File: src/can_rx_map.svh
`ifndef CAN_RX_MAP_SVH
`define CAN_RX_MAP_SVH

// message buffer geometry
`define MSG_BYTES 13
`define TX_BUFS 3

// register offsets (byte addresses on the plain register port)
`define OFS_FG_BASE 8'h00
`define OFS_RX_FLAG 8'h10
`define OFS_RX_IEN 8'h11
`define OFS_CTRL 8'h12
`define OFS_TX_FLAG 8'h13
`define OFS_PORT_DATA 8'h14
`define OFS_PORT_DIR 8'h15
`define OFS_TX_BASE 8'h20
`define TX_STRIDE 8'h10

// field positions
`define BIT_RX_FULL 0
`define BIT_OVERRUN 1
`define BIT_RX_IE 0
`define BIT_OVR_IE 1
`define BIT_LOOPBACK 0

// reset values
`define RST_TXE 3'h7
`define RST_BYTE 8'h00

`endif

File: src/can_rx_pkg.sv
package can_rx_pkg;

    // one cycle of activity reported by the bit-level frame engine
    typedef struct packed {
        logic frame_start; // first bit of a new frame seen
        logic byte_valid; // byte_data belongs at byte_idx
        logic [3:0] byte_idx;
        logic [7:0] byte_data;
        logic frame_ok; // frame ended correctly, pulse
        logic filter_hit; // acceptance result, valid with frame_ok
        logic arb_lost; // node lost arbitration, pulse
    } rx_evt_t;

    // receive queue occupancy, one-hot
    typedef enum logic [2:0] {
        Q_EMPTY = 3'b001,
        Q_ONE = 3'b010,
        Q_TWO = 3'b100
    } rxq_state_t;

    typedef logic [7:0] msg_byte_t;

endpackage

File: src/tx_buffer_bank.sv
`timescale 1ns/1ps
`default_nettype none
`include "can_rx_map.svh"

module tx_buffer_bank
    import can_rx_pkg::*;
(
    input wire logic clk_sys, // system clock
    input wire logic srst, // synchronous reset
    input wire logic wr_en, // software byte write
    input wire logic [1:0] wr_buf, // buffer selected by software
    input wire logic [3:0] wr_idx, // byte index in buffer
    input wire msg_byte_t wr_data, // byte to store
    input wire logic [2:0] txe_clr, // write-one mask on empty flags
    input wire logic [1:0] rd_buf, // buffer read (software or engine)
    input wire logic [3:0] rd_idx, // byte index read
    output msg_byte_t rd_byte, // combinational read byte
    input wire logic tx_done, // engine finished a buffer, pulse
    input wire logic [1:0] tx_done_buf, // which buffer finished
    output logic [2:0] txe, // empty flags, registered
    output logic [2:0] tx_pending // buffers queued for sending
);

    msg_byte_t mem_ff [`TX_BUFS][`MSG_BYTES];
    msg_byte_t nxt_mem [`TX_BUFS][`MSG_BYTES];
    logic [2:0] txe_ff;
    logic [2:0] nxt_txe;

    // a buffer only accepts data while it is empty, so a queued frame
    // cannot be torn by a late write
    always_comb begin
        nxt_mem = mem_ff;
        nxt_txe = txe_ff & ~txe_clr;
        if (wr_en && wr_buf < 2'd3 && wr_idx < 4'd13 && txe_ff[wr_buf]) begin
            nxt_mem[wr_buf][wr_idx] = wr_data;
        end
        // completion sets the flag back, winning over a clear
        if (tx_done && tx_done_buf < 2'd3) begin
            nxt_txe[tx_done_buf] = 1'b1;
        end
    end

    always_ff @(posedge clk_sys) begin
        if (srst) begin
            txe_ff <= `RST_TXE;
            for (int b = 0; b < `TX_BUFS; b++) begin
                for (int i = 0; i < `MSG_BYTES; i++) begin
                    mem_ff[b][i] <= `RST_BYTE;
                end
            end
        end else begin
            txe_ff <= nxt_txe;
            mem_ff <= nxt_mem;
        end
    end

    assign txe = txe_ff;
    assign tx_pending = ~txe_ff;
    assign rd_byte = (rd_buf < 2'd3 && rd_idx < 4'd13) ?
        mem_ff[rd_buf][rd_idx] : `RST_BYTE;

endmodule
`default_nettype wire

File: src/can_receive_double_buffer.sv
// Overview of operation
// - transmit pin low means dominant, high means recessive
// - receive pin is port bit 0, transmit bit 1; rest port registers
// - three transmit buffers so frames can queue back to back
// - receive queue: hidden background buffer then readable foreground
// - each receive buffer holds 13 bytes
// - receive-full set when foreground holds an accepted good frame
// - every frame lands in background regardless of filter result, unless the queue is full
// - accepted frame copied to foreground and flag set only if clear
// - next frame accepted right after interframe space
// - own frame captured in background, no foreground, irq or ack
// - loop-back treats own frames like any incoming frame
// - lost arbitration turns the node into an ordinary receiver
// - third accepted frame discarded, overrun flagged, error irq
// - with both buffers full, transmit continues, input discarded
// - receive irq only when unmasked; flag also pollable
`timescale 1ns/1ps
`default_nettype none
`include "can_rx_map.svh"

module can_receive_double_buffer
    import can_rx_pkg::*;
(
    input wire logic clk_sys, // system clock, 100 MHz
    input wire logic srst, // synchronous reset, active high
    input wire logic [7:0] reg_addr, // register byte address
    input wire logic [7:0] reg_wdata, // register write data
    input wire logic reg_we, // write strobe
    input wire logic reg_re, // read strobe
    output logic [7:0] reg_rdata, // read data, cycle after strobe
    input wire logic can_receive_pin, // bus level from transceiver
    output logic can_transmit_pin, // bus level to transceiver
    input wire logic [5:0] port_in, // levels of port bits 7..2
    output logic [5:0] port_out, // drive values of port bits 7..2
    output logic [5:0] port_oe, // drive enables of port bits 7..2
    input wire rx_evt_t rx_evt, // frame engine receive activity
    input wire logic tx_active, // engine sends the current frame
    input wire logic tx_dominant, // engine wants a dominant bit
    output logic engine_rx_bit, // bus level seen by the engine
    output logic ack_enable, // engine may acknowledge this frame
    output logic loopback, // loop-back mode selected
    output logic [2:0] tx_pending, // transmit buffers queued
    input wire logic [1:0] tx_rd_buf, // engine buffer select
    input wire logic [3:0] tx_rd_idx, // engine byte select
    output msg_byte_t tx_rd_byte, // byte for the engine
    input wire logic tx_done, // engine sent a buffer, pulse
    input wire logic [1:0] tx_done_buf, // buffer that was sent
    output logic rx_irq, // receive interrupt, level
    output logic err_irq // overrun interrupt, level
);

    // address decode helpers; in_fg serves the read path only, the others both read and write paths
    function automatic logic in_fg(input logic [7:0] a);
        return a < (`OFS_FG_BASE + 8'd13);
    endfunction

    function automatic logic in_tx(input logic [7:0] a);
        return a >= `OFS_TX_BASE && a < (`OFS_TX_BASE + 8'h30);
    endfunction

    function automatic logic [1:0] tx_buf_of(input logic [7:0] a);
        logic [7:0] d;
        d = a - `OFS_TX_BASE;
        return d[5:4];
    endfunction

    // receive storage
    msg_byte_t bg_ff [`MSG_BYTES];
    msg_byte_t nxt_bg [`MSG_BYTES];
    msg_byte_t fg_ff [`MSG_BYTES];
    msg_byte_t nxt_fg [`MSG_BYTES];
    rxq_state_t q_ff;
    rxq_state_t nxt_q;
    logic ovr_ff;
    logic nxt_ovr;
    logic own_ff;
    logic nxt_own;
    logic wr_bg_ff;
    logic nxt_wr_bg;

    // control registers
    logic rxie_ff;
    logic nxt_rxie;
    logic ovrie_ff;
    logic nxt_ovrie;
    logic lb_ff;
    logic nxt_lb;
    logic [5:0] pdata_ff;
    logic [5:0] nxt_pdata;
    logic [5:0] pdir_ff;
    logic [5:0] nxt_pdir;
    logic [7:0] rdata_ff;
    logic [7:0] nxt_rdata;

    logic clr_full;
    logic clr_ovr;
    logic eligible;
    logic [2:0] txe_clr;
    logic [2:0] txe;
    logic tx_wr;
    msg_byte_t tx_sw_byte;
    logic [1:0] bank_rd_buf;
    logic [3:0] bank_rd_idx;
    logic [7:0] tx_off;

    tx_buffer_bank u_tx_bank (
        .clk_sys(clk_sys),
        .srst(srst),
        .wr_en(tx_wr),
        .wr_buf(tx_buf_of(reg_addr)),
        .wr_idx(tx_off[3:0]),
        .wr_data(reg_wdata),
        .txe_clr(txe_clr),
        .rd_buf(bank_rd_buf),
        .rd_idx(bank_rd_idx),
        .rd_byte(tx_sw_byte),
        .tx_done(tx_done),
        .tx_done_buf(tx_done_buf),
        .txe(txe),
        .tx_pending(tx_pending)
    );

    // the engine owns the bank read port while it sends; a software read
    // of a queued buffer in that window returns the engine's byte
    assign tx_off = reg_addr - `OFS_TX_BASE;
    assign bank_rd_buf = tx_active ? tx_rd_buf : tx_buf_of(reg_addr);
    assign bank_rd_idx = tx_active ? tx_rd_idx : tx_off[3:0];
    assign tx_rd_byte = tx_sw_byte;
    assign tx_wr = reg_we && in_tx(reg_addr);
    assign txe_clr = (reg_we && reg_addr == `OFS_TX_FLAG) ?
        reg_wdata[2:0] : 3'h0;

    // write-one clears of the receiver flag register
    assign clr_full = reg_we && reg_addr == `OFS_RX_FLAG &&
        reg_wdata[`BIT_RX_FULL];
    assign clr_ovr = reg_we && reg_addr == `OFS_RX_FLAG &&
        reg_wdata[`BIT_OVERRUN];

    // own frames count only in loop-back
    assign eligible = rx_evt.frame_ok && rx_evt.filter_hit &&
        (!own_ff || lb_ff);

    // track whether the frame on the bus is our own
    always_comb begin
        nxt_own = own_ff;
        if (rx_evt.frame_start) begin
            nxt_own = tx_active;
        end
        if (rx_evt.arb_lost) begin
            nxt_own = 1'b0;
        end
    end

    always_ff @(posedge clk_sys) begin
        if (srst) begin
            own_ff <= 1'b0;
        end else begin
            own_ff <= nxt_own;
        end
    end

    // receive queue: background fill, transfer, overrun
    always_comb begin
        nxt_bg = bg_ff;
        nxt_fg = fg_ff;
        nxt_q = q_ff;
        nxt_ovr = ovr_ff & ~clr_ovr;
        nxt_wr_bg = wr_bg_ff;
        // background reopens at each new frame unless the queue is full
        if (rx_evt.frame_start) begin
            nxt_wr_bg = (q_ff != Q_TWO);
        end
        if (rx_evt.byte_valid && wr_bg_ff && q_ff != Q_TWO &&
            rx_evt.byte_idx < 4'd13) begin
            nxt_bg[rx_evt.byte_idx] = rx_evt.byte_data;
        end
        case (q_ff)
            Q_EMPTY: begin
                if (eligible) begin
                    nxt_fg = bg_ff;
                    nxt_q = Q_ONE;
                end
            end
            Q_ONE: begin
                if (clr_full && eligible) begin
                    nxt_fg = bg_ff;
                end else if (clr_full) begin
                    nxt_q = Q_EMPTY;
                end else if (eligible) begin
                    nxt_q = Q_TWO;
                end
            end
            Q_TWO: begin
                // pending frame moves up, flag stays set
                if (clr_full) begin
                    nxt_fg = bg_ff;
                    nxt_q = Q_ONE;
                end
                if (eligible) begin
                    nxt_ovr = 1'b1;
                end
            end
            default: begin
                nxt_q = Q_EMPTY;
            end
        endcase
    end

    always_ff @(posedge clk_sys) begin
        if (srst) begin
            q_ff <= Q_EMPTY;
            ovr_ff <= 1'b0;
            wr_bg_ff <= 1'b0;
            for (int i = 0; i < `MSG_BYTES; i++) begin
                bg_ff[i] <= `RST_BYTE;
                fg_ff[i] <= `RST_BYTE;
            end
        end else begin
            q_ff <= nxt_q;
            ovr_ff <= nxt_ovr;
            wr_bg_ff <= nxt_wr_bg;
            bg_ff <= nxt_bg;
            fg_ff <= nxt_fg;
        end
    end

    // control register writes
    always_comb begin
        nxt_rxie = rxie_ff;
        nxt_ovrie = ovrie_ff;
        nxt_lb = lb_ff;
        nxt_pdata = pdata_ff;
        nxt_pdir = pdir_ff;
        if (reg_we) begin
            case (reg_addr)
                `OFS_RX_IEN: begin
                    nxt_rxie = reg_wdata[`BIT_RX_IE];
                    nxt_ovrie = reg_wdata[`BIT_OVR_IE];
                end
                `OFS_CTRL: begin
                    nxt_lb = reg_wdata[`BIT_LOOPBACK];
                end
                `OFS_PORT_DATA: begin
                    nxt_pdata = reg_wdata[7:2];
                end
                `OFS_PORT_DIR: begin
                    nxt_pdir = reg_wdata[7:2];
                end
                default: begin
                end
            endcase
        end
    end

    always_ff @(posedge clk_sys) begin
        if (srst) begin
            rxie_ff <= 1'b0;
            ovrie_ff <= 1'b0;
            lb_ff <= 1'b0;
            pdata_ff <= 6'h00;
            pdir_ff <= 6'h00;
        end else begin
            rxie_ff <= nxt_rxie;
            ovrie_ff <= nxt_ovrie;
            lb_ff <= nxt_lb;
            pdata_ff <= nxt_pdata;
            pdir_ff <= nxt_pdir;
        end
    end

    // read mux; unmapped addresses return zero
    always_comb begin
        nxt_rdata = 8'h00;
        if (reg_re) begin
            if (in_fg(reg_addr)) begin
                nxt_rdata = fg_ff[reg_addr[3:0]];
            end else if (in_tx(reg_addr)) begin
                nxt_rdata = (tx_off[3:0] < 4'd13) ? tx_sw_byte : 8'h00;
            end else begin
                case (reg_addr)
                    `OFS_RX_FLAG: nxt_rdata = {6'h00, ovr_ff, q_ff != Q_EMPTY};
                    `OFS_RX_IEN: nxt_rdata = {6'h00, ovrie_ff, rxie_ff};
                    `OFS_CTRL: nxt_rdata = {7'h00, lb_ff};
                    `OFS_TX_FLAG: nxt_rdata = {5'h00, txe};
                    // pin 0 input, pin 1 output level
                    `OFS_PORT_DATA: nxt_rdata = {
                        (pdir_ff & pdata_ff) | (~pdir_ff & port_in),
                        can_transmit_pin, can_receive_pin};
                    `OFS_PORT_DIR: nxt_rdata = {pdir_ff, 2'b10};
                    default: nxt_rdata = 8'h00;
                endcase
            end
        end
    end

    always_ff @(posedge clk_sys) begin
        if (srst) begin
            rdata_ff <= 8'h00;
        end else begin
            rdata_ff <= nxt_rdata;
        end
    end

    assign reg_rdata = rdata_ff;

    // pins; loop-back keeps the bus recessive and feeds tx back internally
    // low is dominant
    assign can_transmit_pin = lb_ff ? 1'b1 : ~tx_dominant;
    assign engine_rx_bit = lb_ff ? ~tx_dominant : can_receive_pin;
    assign port_out = pdata_ff;
    assign port_oe = pdir_ff;
    assign loopback = lb_ff;

    // full queue still transmits, never acknowledges
    assign ack_enable = !(own_ff && !lb_ff) && q_ff != Q_TWO;

    assign rx_irq = rxie_ff && q_ff != Q_EMPTY;
    assign err_irq = ovrie_ff && ovr_ff;

endmodule
`default_nettype wire

File: config.mk
export PLATFORM = sky130hd
export DESIGN_NAME = can_receive_double_buffer
export DESIGN_NICKNAME = d
export VERILOG_FILES = /design/src/can_rx_pkg.sv /design/src/tx_buffer_bank.sv /design/src/can_receive_double_buffer.sv
export VERILOG_INCLUDE_DIRS = /design/src
export SDC_FILE = /design/constraint.sdc
export NUM_CORES = 2
export LEC_CHECK = 0
export BUFFER_PORTS_ARGS = -buffer_cell sky130_fd_sc_hd__buf_2
export CAP_MARGIN = 20
export CORE_MARGIN = 2
export CORE_UTILIZATION = 56
export DETAILED_ROUTE_END_ITERATION = 16
export PLACE_DENSITY = 0.78
export SYNTH_ARGS = -nofsm -noshare
export SYNTH_HDL_FRONTEND = slang
export SYNTH_SLANG_ARGS = --single-unit
File: constraint.sdc
create_clock -name clk_sys -period 2.18 [get_ports clk_sys]
set_input_delay 0.109 -clock clk_sys [delete_from_list [all_inputs] [get_ports clk_sys]]
set_output_delay 0.109 -clock clk_sys [all_outputs]
set_load 0.005 [all_outputs]
==> metrics.yaml <==
synth_most_common_cell: "nand2_1"
grtUsageTotal: 0.392
r2r_slack_ps: -10
drv_slew: 0
hold_violations: 0
fin_tns_setup_ps: -3270
cts-buffers-inserted: 57
place_area_sq_um: 28300
netlist_area_sq_um: 25400
rsz0062_at_grt: "yes"
p_per_area_nw_per_um2: 752
synth_edf_count: 0
fin_crit_sh: 1.22
finClkSkew_ps: 50.0
yosysTopAreaCell: "dfxtp_1"
critPathSlowestCell: "dfxtp_2"
drive_above_1_share: 0.202
fp.dieH_microns: 217
core_sq_um: 44500
cap_violations: 0
clock_latency_ps: 670
ir_worst_vdd_mv: 0.748
max_slew_margin: 0.380
synth_top_area_share: 0.436
ys_ff_latch: 552
yosys.area_share.xor_xnor: 0.000345
syn_avg_cell_area_sq_um: 8.03
nNetsFinal: 3440
p_sw_w: 0.00605
num-fill-cells: 3379
min_to: "port_oe[0]$_SDFFE_PP0P_"
ant_nets: 0
min_path_type: "in2reg"
required_ps: 2070
synth_top_family_by_area: "simple AND/OR/NAND/NOR gates"
grt_pass1_vias: 25000
layout_setup_ws_ps: -479
synthCells: 3159
worstPathCellList: "nand2b_1 > a22o_1 > a221oi_2 > a221oi_2 > a211oi_4 > o31a_1 > buf_6 > buf_6"
routabilityCongestion: 1.04
seq_power_share: 0.430
h-tree-depth: 2
multi_input_area_sq_um: 13500
drc_errors: 0
fin_util: 0.703
leakage_nw: 12.1
antenna_found_initial: 2
wl_per_cell_microns: 23.4
arrival_ps: 2550
worstMarginPinSlew_ps: 929
dp.final_hpwl_microns: 63000
die_x_microns: 217
power.share.clock: 0.463
ys_seq_area_frac: 0.436
r2r_cells: 7
totalWireLength_microns: 94100
yosys.area_share.adder: 0
fin_crit_ps: 2660
area_delta_synth_final_pct: 23.4
synth_simple_gate_area_share: 0.230
r2r_end: "reg_rdata[2]$_SDFF_PP0_"
path_clk_slew_ps: 70
drtIter0Drc: 3652
start_util: 0.570
synth_fp_nets: 3214
cp-start-kind: "flip-flop"
yosysWarnings: 0
synth_mux_area_frac: 0.109
die_area_sq_um: 47000
rows: 77
grt_max_degree: 188
cts_tree: "done"
setup_viol: 9
async_flop_share: 0
clock.fmax_mhz: 376
port_buffers: 91
via_per_inst: 6.49
synthTopCellsByCount: "nand2_1, dfxtp_1, a21oi_1"
pwr-share-comb: 0.107
p_int_w: 0.0175
overflow: 0
violations: "negative setup slack"
synth-compound-area-share: 0.175
path_class: "reg2out"
switching_share: 0.257
hp-start: "reg_wdata[2]"
grt_pass1_wl_microns: 143000
ys_types: 77
hold_path_depth: 3
synth_ff_type: "dfxtp_1"
ios: 92
crit_path_end_kind: "output port"
r2r_start: "u_tx_bank.mem_ff[178]$_SDFFE_PP0P_"
worstPathMaxFanout: 3
cts_buffer_depth: 3
synth_area_leaders: "dfxtp_1, a21oi_1, nand2_1"
status: "complete, but fails checks"
dr_total_vias: 26100
cpPeakStageDelay_ps: 350
fin_area_sq_um: 31300
cts_sinks: 552
drtPass1Iterations: 9
root_buffer: "clkbuf_16"
regArea_sq_um: 11100
-- what timing repair did --
item,CTS,global route
resized for setup,77,60
setup endpoints to repair,17,140
hold buffers,24,0
cloned,0,0
pin swaps,25,32
setup buffers,12,7
endpoints found under the hold margin,152,0
-- how the worst max path moves through the flow --
stage	slack (ps)	startpoint	endpoint	cells past startpoint
after global placement	-710	tx_active	tx_rd_byte[0]	11
after detailed placement	-760	tx_active	tx_rd_byte[0]	11
after global routing	-500	u_tx_bank.mem_ff[156]$_SDFFE_PP0P_	tx_rd_byte[4]	6
final	-480	u_tx_bank.mem_ff[120]$_SDFFE_PP0P_	tx_rd_byte[0]	8
after floorplan	130	tx_rd_idx[0]	reg_rdata[2]$_SDFF_PP0_	9
after CTS	-470	u_tx_bank.mem_ff[120]$_SDFFE_PP0P_	tx_rd_byte[0]	9
-- power groups by stage --
stage / registers (W) / logic [W] / clock network, W
6_report: 0.0101 / 0.00252 / 0.0109
5_1_grt: 0.0101 / 0.00259 / 0.0113
4_1_cts: 0.0101 / 0.00236 / 0.0109
3_5_place_dp: 0.0103 / 0.00221 / 0
3_3_place_gp: 0.0103 / 0.00218 / 0
2_1_floorplan: 0.0103 / 0.00120 / 0
-- per-stage QoR --
step	setup slack, ps	hold slack, ps	power (W)	instances
detailed placement	-759	283	0.0126	3880
global placement	-711	274	0.0125	3880
global route	-499	30.1	0.0240	4027
finish	-479	23.4	0.0235	4029
floorplan	132	188	0.0115	3159
CTS	-465	0.385	0.0234	4022
-- cells in the final DEF, fill, tap and decap left out, types with 11 or more instances in the layout --
master         count
nand2_1          583
dfxtp_1          530
a21oi_1          448
nand3_1          308
buf_4            296
nor2_1           233
mux2i_1          175
buf_2             82
clkbuf_16         57
nor2b_1           51
o21ai_0           50
o22ai_1           47
mux4_2            39
buf_12            36
nand2b_1          32
o211ai_1          25
dlygate4sd3_1     24
dfxtp_2           22
o31ai_1           20
inv_1             17
o21a_1            16
nor3_1            13
or3_1             12
clkbuf_8          12
buf_6             12
and2_1            11
a22oi_2           11
-- area by class of cell --
type | count | area share
Clock buffer | 79 | 0.0520
Inverter | 18 | 0.00216
Timing Repair Buffer | 455 | 0.121
Multi-Input combinational cell | 2301 | 0.432
Clock inverter | 29 | 0.0153
Tap cell | 592 | 0.0237
Sequential cell | 552 | 0.354
Antenna cell | 3 | 0.000240
-- sequential cells by signal, summed over array words and instances (netlist names) --
signal	count
bg_ff	104
fg_ff	104
loopback	1
ovr_ff	1
ovrie_ff	1
own_ff	1
port_oe	6
port_out	6
q_ff	3
reg_rdata	8
rxie_ff	1
u_tx_bank.mem_ff	312
u_tx_bank.txe	3
wr_bg_ff	1
-- cell families after synthesis --
| logic type | Yosys count |
|---|---|
| compound gates | 755 |
| xor+xnor | 1 |
| mux | 221 |
| buf+inv | 306 |
| flops | 552 |
| simple gates | 1324 |
-- worst max-delay path, delay by kind of cell, from the launching register on --
family          cells  cell delay, ps
compound gates      5            1260
buf+inv             2             240
flops               1             350
simple gates        1              60
-- routing by layer --
layer  vias to the layer above  global-route usage  wire length, microns
met5                         -              0.0146                   111
met4                         4               0.232                  6180
met3                       405              0.0887                 11000
met2                      1695               0.598                 41100
met1                     12500               0.508                 35700
li1                      11500                   -                     -
Note: power is estimated with default switching activity, not from simulation.
